[src/include/pcdo_pkg.sv]
// Notes on behaviour
// Port C bit 1 carries the timer 1 compare B output as its value; its direction bit stays in charge.
// On Port C bits 3, 2 and 0 an active power stage output enable forces output and drives its value.
// On Port C bit 7 the DAC enable forces the pin to input and switches the digital input off.
// While the USART receiver is enabled, Port D bit 4 is forced to input whatever its direction bit.
// With Port D bit 4 forced to input by the receiver, a one in its port value bit turns the pull-up on.
// SPI slave forces the alternate clock pin (Port D bit 4) to input; as master the direction bit rules.
// While the USART transmitter is enabled, Port D bit 3 is forced to output and drives transmit data.
// Port D bit 3 carries the timer 0 compare A output only while its direction bit is set.
// SPI slave forces slave select on Port D bit 3 to input, the outside master drives it low.
// SPI slave forces the alternate master-out/slave-in pin (Port D bit 3) to input, pull-up kept.
// Port D bit 2 carries the timer 1 compare A output only while its direction bit is set.
// SPI master forces the alternate master-in/slave-out pin (Port D bit 2) to input, pull-up kept.
// With the clock-output fuse programmed, Port D bit 1 drives the divided clock regardless of port bits.
// With the clock-output fuse programmed, the divided clock stays on Port D bit 1 during reset.
// Software should leave comparator input pins on Port D as inputs with the pull-up off.
// Each pin attribute takes the override value while its override enable is set, else the port setting; input enable otherwise stays on.
`default_nettype none

package pcdo_pkg;

  // ----------------------------------------------------------------
  // pin positions
  // ----------------------------------------------------------------
  localparam int unsigned PC_STAGE1_OUT0_BIT = 0;
  localparam int unsigned PC_TIMER1_CMPB_BIT = 1;
  localparam int unsigned PC_STAGE2_OUT2_BIT = 2;
  localparam int unsigned PC_STAGE2_OUT3_BIT = 3;
  localparam int unsigned PC_DAC_BIT = 7;
  localparam int unsigned PD_CLOCK_OUT_BIT = 1;
  localparam int unsigned PD_MISO_ALT_BIT = 2;
  localparam int unsigned PD_TXD_MOSI_BIT = 3;
  localparam int unsigned PD_RXD_SCK_BIT = 4;

  // ----------------------------------------------------------------
  // reset values of the registered pin drive
  // ----------------------------------------------------------------
  localparam logic [7:0] RST_PIN_OUT = 8'h00;
  localparam logic [7:0] RST_PIN_OE_N = 8'hff;
  localparam logic [7:0] RST_PIN_PULL_UP = 8'h00;
  localparam logic [7:0] RST_PIN_IN_EN = 8'hff;
  localparam logic [7:0] RST_PIN_READ = 8'h00;

  // software port registers of one 8-bit port
  typedef struct packed {
    logic [7:0] value;
    logic [7:0] dir;
  } pcdo_port_regs_t;

  // override controls of one pin
  typedef struct packed {
    logic direction_override_enable;
    logic direction_override_value;
    logic port_value_override_enable;
    logic port_value_override_value;
    logic pull_up_override_enable;
    logic pull_up_override_value;
    logic input_enable_override_enable;
    logic input_enable_override_value;
  } pcdo_ovr_t;

  // resolved drive of one pin
  typedef struct packed {
    logic out;
    logic oe_n;
    logic pull_up;
    logic in_en;
  } pcdo_pin_t;

  // resolved drive of one 8-bit port
  typedef struct packed {
    logic [7:0] out;
    logic [7:0] oe_n;
    logic [7:0] pull_up;
    logic [7:0] in_en;
  } pcdo_port_drive_t;

endpackage

`default_nettype wire

[src/logic/pcdo_pin_override.sv]
`default_nettype none

module pcdo_pin_override (
  input wire logic clk_sys_i,
  input wire logic rst_n_i,
  input wire logic clk_en_i,
  input wire pcdo_pkg::pcdo_port_regs_t portc_regs_i,
  input wire pcdo_pkg::pcdo_port_regs_t portd_regs_i,
  input wire logic pull_up_disable_i,
  input wire logic [7:0] portc_pin_i,
  input wire logic [7:0] portd_pin_i,
  input wire logic stage2_out3_enable_i,
  input wire logic stage2_out3_value_i,
  input wire logic stage2_out2_enable_i,
  input wire logic stage2_out2_value_i,
  input wire logic stage1_out0_enable_i,
  input wire logic stage1_out0_value_i,
  input wire logic timer1_cmpb_out_enable_i,
  input wire logic timer1_cmpb_output_i,
  input wire logic timer1_cmpa_out_enable_i,
  input wire logic timer1_cmpa_output_i,
  input wire logic timer0_cmpa_out_enable_i,
  input wire logic timer0_cmpa_output_i,
  input wire logic dac_enable_i,
  input wire logic ext_int3_enable_i,
  input wire logic usart_rx_enable_i,
  input wire logic usart_tx_enable_i,
  input wire logic usart_txd_i,
  input wire logic spi_enable_i,
  input wire logic spi_master_i,
  input wire logic spi_alt_pins_i,
  input wire logic spi_sck_out_i,
  input wire logic spi_mosi_out_i,
  input wire logic spi_miso_out_i,
  input wire logic clock_output_fuse_i,
  input wire logic divided_clock_i,
  output pcdo_pkg::pcdo_port_drive_t portc_drive_o,
  output pcdo_pkg::pcdo_port_drive_t portd_drive_o,
  output logic [7:0] portc_read_o,
  output logic [7:0] portd_read_o
);

  // ----------------------------------------------------------------
  // shared resolution of one pin
  // ----------------------------------------------------------------
  function automatic pcdo_pkg::pcdo_pin_t resolve_pin(
    input pcdo_pkg::pcdo_ovr_t ovr,
    input logic dir,
    input logic value,
    input logic pud
  );
    pcdo_pkg::pcdo_pin_t pin;
    logic dir_eff;
    dir_eff = ovr.direction_override_enable ? ovr.direction_override_value : dir;
    pin.oe_n = ~dir_eff;
    pin.out = ovr.port_value_override_enable ? ovr.port_value_override_value : value;
    pin.pull_up = ovr.pull_up_override_enable ? ovr.pull_up_override_value
                                              : (value & ~dir & ~pud);
    pin.in_en = ovr.input_enable_override_enable ? ovr.input_enable_override_value
                                                 : 1'b1;
    return pin;
  endfunction

  // ----------------------------------------------------------------
  // peripheral override terms
  // ----------------------------------------------------------------
  logic spi_alt_on;
  logic spi_alt_slave;
  logic spi_alt_master;
  pcdo_pkg::pcdo_ovr_t [7:0] portc_ovr;
  pcdo_pkg::pcdo_ovr_t [7:0] portd_ovr;

  assign spi_alt_on = spi_enable_i & spi_alt_pins_i;
  assign spi_alt_slave = spi_alt_on & ~spi_master_i;
  assign spi_alt_master = spi_alt_on & spi_master_i;

  always_comb begin
    portc_ovr = '0;
    portd_ovr = '0;
    // port c: power stage outputs take direction and value
    portc_ovr[pcdo_pkg::PC_STAGE2_OUT3_BIT].direction_override_enable = stage2_out3_enable_i;
    portc_ovr[pcdo_pkg::PC_STAGE2_OUT3_BIT].direction_override_value = 1'b1;
    portc_ovr[pcdo_pkg::PC_STAGE2_OUT3_BIT].port_value_override_enable = stage2_out3_enable_i;
    portc_ovr[pcdo_pkg::PC_STAGE2_OUT3_BIT].port_value_override_value = stage2_out3_value_i;
    portc_ovr[pcdo_pkg::PC_STAGE2_OUT2_BIT].direction_override_enable = stage2_out2_enable_i;
    portc_ovr[pcdo_pkg::PC_STAGE2_OUT2_BIT].direction_override_value = 1'b1;
    portc_ovr[pcdo_pkg::PC_STAGE2_OUT2_BIT].port_value_override_enable = stage2_out2_enable_i;
    portc_ovr[pcdo_pkg::PC_STAGE2_OUT2_BIT].port_value_override_value = stage2_out2_value_i;
    portc_ovr[pcdo_pkg::PC_STAGE1_OUT0_BIT].direction_override_enable = stage1_out0_enable_i;
    portc_ovr[pcdo_pkg::PC_STAGE1_OUT0_BIT].direction_override_value = 1'b1;
    portc_ovr[pcdo_pkg::PC_STAGE1_OUT0_BIT].port_value_override_enable = stage1_out0_enable_i;
    portc_ovr[pcdo_pkg::PC_STAGE1_OUT0_BIT].port_value_override_value = stage1_out0_value_i;
    portc_ovr[pcdo_pkg::PC_STAGE1_OUT0_BIT].input_enable_override_enable = ext_int3_enable_i;
    portc_ovr[pcdo_pkg::PC_STAGE1_OUT0_BIT].input_enable_override_value = ext_int3_enable_i;
    // compare b overrides the value only, so the pin is silent until software sets direction
    portc_ovr[pcdo_pkg::PC_TIMER1_CMPB_BIT].port_value_override_enable = timer1_cmpb_out_enable_i;
    portc_ovr[pcdo_pkg::PC_TIMER1_CMPB_BIT].port_value_override_value = timer1_cmpb_output_i;
    // dac owns the pin as an analog output; digital input cut to stop crowbar current
    portc_ovr[pcdo_pkg::PC_DAC_BIT].direction_override_enable = dac_enable_i;
    portc_ovr[pcdo_pkg::PC_DAC_BIT].direction_override_value = 1'b0;
    portc_ovr[pcdo_pkg::PC_DAC_BIT].input_enable_override_enable = dac_enable_i;
    portc_ovr[pcdo_pkg::PC_DAC_BIT].input_enable_override_value = 1'b0;

    // port d bit 4: receive data and alternate spi clock
    portd_ovr[pcdo_pkg::PD_RXD_SCK_BIT].direction_override_enable =
      usart_rx_enable_i | spi_alt_slave;
    portd_ovr[pcdo_pkg::PD_RXD_SCK_BIT].direction_override_value = 1'b0;
    portd_ovr[pcdo_pkg::PD_RXD_SCK_BIT].port_value_override_enable = spi_alt_master;
    portd_ovr[pcdo_pkg::PD_RXD_SCK_BIT].port_value_override_value = spi_sck_out_i;
    portd_ovr[pcdo_pkg::PD_RXD_SCK_BIT].pull_up_override_enable =
      usart_rx_enable_i | spi_alt_slave;
    portd_ovr[pcdo_pkg::PD_RXD_SCK_BIT].pull_up_override_value =
      portd_regs_i.value[pcdo_pkg::PD_RXD_SCK_BIT] & ~pull_up_disable_i;

    // port d bit 3: transmit wins over compare a, which wins over spi data
    portd_ovr[pcdo_pkg::PD_TXD_MOSI_BIT].direction_override_enable =
      usart_tx_enable_i | spi_alt_slave;
    portd_ovr[pcdo_pkg::PD_TXD_MOSI_BIT].direction_override_value = usart_tx_enable_i;
    portd_ovr[pcdo_pkg::PD_TXD_MOSI_BIT].port_value_override_enable =
      usart_tx_enable_i | timer0_cmpa_out_enable_i | spi_alt_master;
    portd_ovr[pcdo_pkg::PD_TXD_MOSI_BIT].port_value_override_value =
      usart_tx_enable_i ? usart_txd_i :
      (timer0_cmpa_out_enable_i ? timer0_cmpa_output_i : spi_mosi_out_i);
    portd_ovr[pcdo_pkg::PD_TXD_MOSI_BIT].pull_up_override_enable =
      usart_tx_enable_i | spi_alt_slave;
    portd_ovr[pcdo_pkg::PD_TXD_MOSI_BIT].pull_up_override_value =
      ~usart_tx_enable_i & portd_regs_i.value[pcdo_pkg::PD_TXD_MOSI_BIT] &
      ~pull_up_disable_i;

    // port d bit 2: compare a, alternate spi master-in
    portd_ovr[pcdo_pkg::PD_MISO_ALT_BIT].direction_override_enable = spi_alt_master;
    portd_ovr[pcdo_pkg::PD_MISO_ALT_BIT].direction_override_value = 1'b0;
    portd_ovr[pcdo_pkg::PD_MISO_ALT_BIT].port_value_override_enable =
      timer1_cmpa_out_enable_i | spi_alt_slave;
    portd_ovr[pcdo_pkg::PD_MISO_ALT_BIT].port_value_override_value =
      timer1_cmpa_out_enable_i ? timer1_cmpa_output_i : spi_miso_out_i;
    portd_ovr[pcdo_pkg::PD_MISO_ALT_BIT].pull_up_override_enable = spi_alt_master;
    portd_ovr[pcdo_pkg::PD_MISO_ALT_BIT].pull_up_override_value =
      portd_regs_i.value[pcdo_pkg::PD_MISO_ALT_BIT] & ~pull_up_disable_i;

    // port d bit 1: divided clock, value itself bypasses the registers below
    portd_ovr[pcdo_pkg::PD_CLOCK_OUT_BIT].direction_override_enable = clock_output_fuse_i;
    portd_ovr[pcdo_pkg::PD_CLOCK_OUT_BIT].direction_override_value = 1'b1;
    portd_ovr[pcdo_pkg::PD_CLOCK_OUT_BIT].port_value_override_enable = clock_output_fuse_i;
    portd_ovr[pcdo_pkg::PD_CLOCK_OUT_BIT].port_value_override_value = divided_clock_i;
  end

  // ----------------------------------------------------------------
  // per pin resolution
  // ----------------------------------------------------------------
  pcdo_pkg::pcdo_port_drive_t portc_drive_d;
  pcdo_pkg::pcdo_port_drive_t portd_drive_d;
  pcdo_pkg::pcdo_port_drive_t portc_drive_q;
  pcdo_pkg::pcdo_port_drive_t portd_drive_q;
  logic [7:0] portc_read_d;
  logic [7:0] portd_read_d;
  logic [7:0] portc_read_q;
  logic [7:0] portd_read_q;

  for (genvar b = 0; b < 8; b++) begin : g_pin
    pcdo_pkg::pcdo_pin_t pc_pin;
    pcdo_pkg::pcdo_pin_t pd_pin;
    assign pc_pin = resolve_pin(portc_ovr[b], portc_regs_i.dir[b], portc_regs_i.value[b],
                                pull_up_disable_i);
    assign pd_pin = resolve_pin(portd_ovr[b], portd_regs_i.dir[b], portd_regs_i.value[b],
                                pull_up_disable_i);
    assign portc_drive_d.out[b] = pc_pin.out;
    assign portc_drive_d.oe_n[b] = pc_pin.oe_n;
    assign portc_drive_d.pull_up[b] = pc_pin.pull_up;
    assign portc_drive_d.in_en[b] = pc_pin.in_en;
    assign portd_drive_d.out[b] = pd_pin.out;
    assign portd_drive_d.oe_n[b] = pd_pin.oe_n;
    assign portd_drive_d.pull_up[b] = pd_pin.pull_up;
    assign portd_drive_d.in_en[b] = pd_pin.in_en;
  end

  always_comb begin
    portc_read_d = portc_pin_i & portc_drive_d.in_en;
    portd_read_d = portd_pin_i & portd_drive_d.in_en;
  end

  // ----------------------------------------------------------------
  // registered drive, frozen while the clock enable is low
  // ----------------------------------------------------------------
  always_ff @(posedge clk_sys_i) begin
    if (!rst_n_i) begin
      portc_drive_q <= {pcdo_pkg::RST_PIN_OUT, pcdo_pkg::RST_PIN_OE_N,
                        pcdo_pkg::RST_PIN_PULL_UP, pcdo_pkg::RST_PIN_IN_EN};
      portd_drive_q <= {pcdo_pkg::RST_PIN_OUT, pcdo_pkg::RST_PIN_OE_N,
                        pcdo_pkg::RST_PIN_PULL_UP, pcdo_pkg::RST_PIN_IN_EN};
      portc_read_q <= pcdo_pkg::RST_PIN_READ;
      portd_read_q <= pcdo_pkg::RST_PIN_READ;
    end else if (clk_en_i) begin
      portc_drive_q <= portc_drive_d;
      portd_drive_q <= portd_drive_d;
      portc_read_q <= portc_read_d;
      portd_read_q <= portd_read_d;
    end
  end

  // ----------------------------------------------------------------
  // outputs
  // ----------------------------------------------------------------
  // the clock pin skips the flops so it runs through reset and is not delayed a cycle
  always_comb begin
    portc_drive_o = portc_drive_q;
    portd_drive_o = portd_drive_q;
    if (clock_output_fuse_i) begin
      portd_drive_o.out[pcdo_pkg::PD_CLOCK_OUT_BIT] = divided_clock_i;
      portd_drive_o.oe_n[pcdo_pkg::PD_CLOCK_OUT_BIT] = 1'b0;
    end
  end

  assign portc_read_o = portc_read_q;
  assign portd_read_o = portd_read_q;
endmodule

`default_nettype wire

[config.mk]
export PLATFORM = sky130hd
export DESIGN_NAME = pcdo_pin_override
export DESIGN_NICKNAME = d
export VERILOG_FILES = /design/src/include/pcdo_pkg.sv /design/src/logic/pcdo_pin_override.sv
export SDC_FILE = /design/constraint.sdc
export NUM_CORES = 1
export LEC_CHECK = 0
export BUFFER_PORTS_ARGS = -buffer_cell sky130_fd_sc_hd__buf_2
export CORE_MARGIN = 3
export CORE_UTILIZATION = 40
export DETAILED_ROUTE_END_ITERATION = 10
export HOLD_SLACK_MARGIN = 0.08
export PLACE_DENSITY = 0.74
export SYNTH_ARGS = -nofsm -noshare
export SYNTH_HDL_FRONTEND = slang
export SYNTH_SLANG_ARGS = --single-unit
[constraint.sdc]
create_clock -name clk_sys_i -period 2.94 [get_ports clk_sys_i]
set_input_delay 0.588 -clock clk_sys_i [delete_from_list [all_inputs] [get_ports clk_sys_i]]
set_output_delay 0.588 -clock clk_sys_i [all_outputs]
set_load 0.01 [all_outputs]
---- After elaboration in Yosys (flattened, before gate mapping) ----
Cells that the tools add are included.
word-level totals
  flip-flop bits (word level) ............. 65
  bits of input ports ..................... 77
  output and inout port bits .............. 80
  logic and storage cells ................. 106
cells by class
  multiplexer cells ....................... 25
  bitwise operators ....................... 72
operators by type and width
  cell         number
  $and 1x1->1  39
  $not 1->1    27
  $mux 1       25
  $and 8x8->8  1
  $or 1x1->1   5

---- Longest topological paths before layout ----
  word-level depth ........................ 5
  mapped depth ............................ 6
  mapped depth without buffers ............ 3

---- Worst setup path after synthesis ----
No wires, ideal clock.
  kind .................................... in2out
  start ................................... in clock_output_fuse_i
  end ..................................... out portd_drive_o[25] in the netlist's numbering
  arrival ................................. 0.923 ns
  data required time ...................... 2.352 ns
  slack ................................... 1.429 ns
  stages on the path ...................... 1
  buffers on the path ..................... 0
  path through ............................ mux2_2
between the ends
  longest elaborated chain between the ends .. 1
ends and longest elaborated chain
  item             line                      source
  start, declared  pcdo_pin_override.sv:35   input wire logic clock_output_fuse_i,
  $mux 1           pcdo_pin_override.sv:208  if (clock_output_fuse_i) begin
  end, declared    pcdo_pin_override.sv:38   output pcdo_pkg::pcdo_port_drive_t portd_drive_o,
Every way passes these cells.

==> impl_metrics.env <==
export IMPL_setup_viol=0
export IMPL_required_ps=2350
export IMPL_cts_made_buffers=9
export IMPL_ir_drop_mv=0.273
export IMPL_drtPass1Iterations=4
export IMPL_place_area_um2=3400
export IMPL_antenna_left=0
export IMPL_root_buffer="clkbuf_8"
export IMPL_crit_slowest_cell="mux2_2"
export IMPL_crit_path_start_kind="input pin"
export IMPL_synth_area_per_cell_um2=9.14
export IMPL_grt_start_max_net_pins=49
export IMPL_die_h_um=90.8
export IMPL_hold_viol=0
export IMPL_cts_setup_buffers=0
export IMPL_cp_end_kind="output port"
export IMPL_synth_seq_cells=65
export IMPL_p_per_area_nw_per_um2=538
export IMPL_period_minus_slack_ps=1770
export IMPL_drive_above_1_share_pct=36.5
export IMPL_clkSlewWorstSetupHoldPaths_ps=70
export IMPL_cts_tree="built"
export IMPL_path_class="input pin to output port"
export IMPL_placed_cells=513
export IMPL_area_growth_pct=24.7
export IMPL_clk_path_buf_depth=2
export IMPL_grt_pass1_vias=2275
export IMPL_min_from="portd_drive_o[29]$_SDFFE_PN0P_"
export IMPL_final_cell_area_um2=3590
export IMPL_hold_depth=2
export IMPL_rsz0062_at_grt="false"
export IMPL_critPathArrivalTime_ps=1180
export IMPL_synthTopCellsByArea="dfxtp_1 (45%), buf_4 (10%), mux2i_1 (8.0%), nand2_1 (5.9%), nor2b_1 (4.6%)"
export IMPL_holdBufCountCts=0
export IMPL_drv_slew=0
export IMPL_fmax_mhz=565
export IMPL_vias=2426
export IMPL_reg2regPathDepth=2
export IMPL_final_cell_mix="buf_2 (140), dfxtp_1 (65), nand2_1 (45)"
export IMPL_clk_latency_ps=320
export IMPL_tns_ps=0
export IMPL_skew_ps=0
export IMPL_holdWs_ps=466
export IMPL_crit_path_max_incr_delay_ps=340
export IMPL_grt_overflow_total=0
export IMPL_rrSetupSlack_ps=2170
export IMPL_synth_top_area_share_pct=45.2
export IMPL_r2r_end="portd_drive_o[11]$_SDFFE_PN0P_"
export IMPL_wl_mm=6.65
export IMPL_globalplace_congestion=0.728
export IMPL_initial_core_util_pct=41.9
export IMPL_r2r_start="portd_drive_o[11]$_SDFFE_PN0P_"
export IMPL_die_area_um2=8250
export IMPL_status="completed"
export IMPL_clock_sinks=65
export IMPL_syn_inst=315
export IMPL_synth_warnings=0
export IMPL_path_cells="buf_2 -> mux2_2 -> buf_2"
export IMPL_drc_errors=0
export IMPL_core_um2=6870
export IMPL_antenna_cells=0
export IMPL_synth_area_leader_cell="dfxtp_1"
export IMPL_io_buffer_count=140
export IMPL_nets=505
export IMPL_final_util_pct=52.2
export IMPL_layout_commonest_cell="buf_2"
export IMPL_ys_seq_area_share_pct=45.2
export IMPL_p_leak_nw=1.82
export IMPL_slew_headroom_pct=52.9
export IMPL_post_dp_hpwl_mm=4.88
export IMPL_power_mw=1.93
export IMPL_die_w_um=90.8
export IMPL_ctsResizeCount=0
export IMPL_fin_ws_ps=1170
export IMPL_synth_cell_types=34
export IMPL_io_pins=157
export IMPL_cap_violations=0
export IMPL_rows=30
export IMPL_crit_top_cell="buf_2"
export IMPL_crit_path_max_fanout=4
export IMPL_holdPathEnd="portd_drive_o[29]$_SDFFE_PN0P_"
export IMPL_instances_no_fill=529
export IMPL_netlist_area_um2=2880
export IMPL_viasPerCell=4.59
export IMPL_hold_path_class="flop to flop"
export IMPL_fin_crit_sh_pct=60.2
export IMPL_tightest_slew_ps=706
export IMPL_pre_cts_slack_ps=927
export IMPL_h_tree_depth=3
export IMPL_antenna_found_initial=0
export IMPL_drt_initial_drc_count=54
export IMPL_grt_first_pass_wirelength_mm=10.6
export IMPL_grt_usage_pct=15.7
export IMPL_routedWlPerCell_um=12.6
cell type report:
class,count,area (um^2)
clock inverters,5,56.3
multi-input cells,190,1180
flip-flops and latches,65,1300
clock buffers,11,131
fillers,666,3280
well taps,96,120
inverters,19,71.3
repair buffers,143,723
cells by family after synthesis:
family / Yosys count / share of synthesized area (%)
AOI/OAI and AO/OA: 62 / 15.4
buffers and inverters: 74 / 15.4
DFF: 65 / 45.2
muxes: 24 / 8.39
other: 1 / 0.130
and+or+nand+nor: 89 / 15.4
flip-flops by register name, summed over array words and instances (netlist names):
register and flops:
portc_drive_o 25, portc_read_o 8, portd_drive_q 2, portd_drive_o 22, portd_read_o 8
cell usage after synthesis:
master,count
and3_1,2
nand2b_1,2
nand2_1,45
o2bb2ai_1,1
o21a_1,2
a41o_1,1
a21o_1,1
a311oi_1,1
clkbuf_1,7
a2111oi_0,1
a211oi_1,1
a21oi_1,4
buf_2,7
dfxtp_1,65
mux2_2,1
a22oi_1,1
buf_6,1
inv_1,19
mux2i_1,23
o211a_1,4
a31oi_1,1
a21boi_0,8
a32o_1,5
conb_1,1
buf_4,40
o32ai_1,9
nand3b_1,1
and4_1,2
and2_1,13
nor2b_1,21
o221ai_1,1
o21ai_0,21
nand3_1,1
nor2_1,2
layer usage:
layer	GRT usage (%)	routed length (um)	up-vias
met4	4.15	71	0
met3	4.50	427	6
met1	18.4	2900	1100
met2	27.8	3240	88
li1	-	-	1232
met5	0	0	-
power breakdown:
part	internal, mW	leakage, nW	switching, mW
Clock	0.391	0.0933	0.330
Sequential	0.927	0.535	0.0213
Combinational	0.121	1.19	0.142
worst max-delay path by stage:
| stage | from | to | depth (start not counted) |
|---|---|---|---|
| finish | clock_output_fuse_i | portd_drive_o[25] | 3 |
| floorplan | clock_output_fuse_i | portd_drive_o[25] | 1 |
| global placement | clk_en_i | portc_drive_o[23]$_SDFFE_PN1P_ | 5 |
| global route | clock_output_fuse_i | portd_drive_o[25] | 3 |
| CTS | clock_output_fuse_i | portd_drive_o[25] | 3 |
| detailed placement | clk_en_i | portc_drive_o[23]$_SDFFE_PN1P_ | 5 |
worst max-delay path, delay by kind of cell:
kind / cells / cell delay [ps]
buf+inv: 2 / 260
mux: 1 / 340
(Power assumes the default switching activity.)
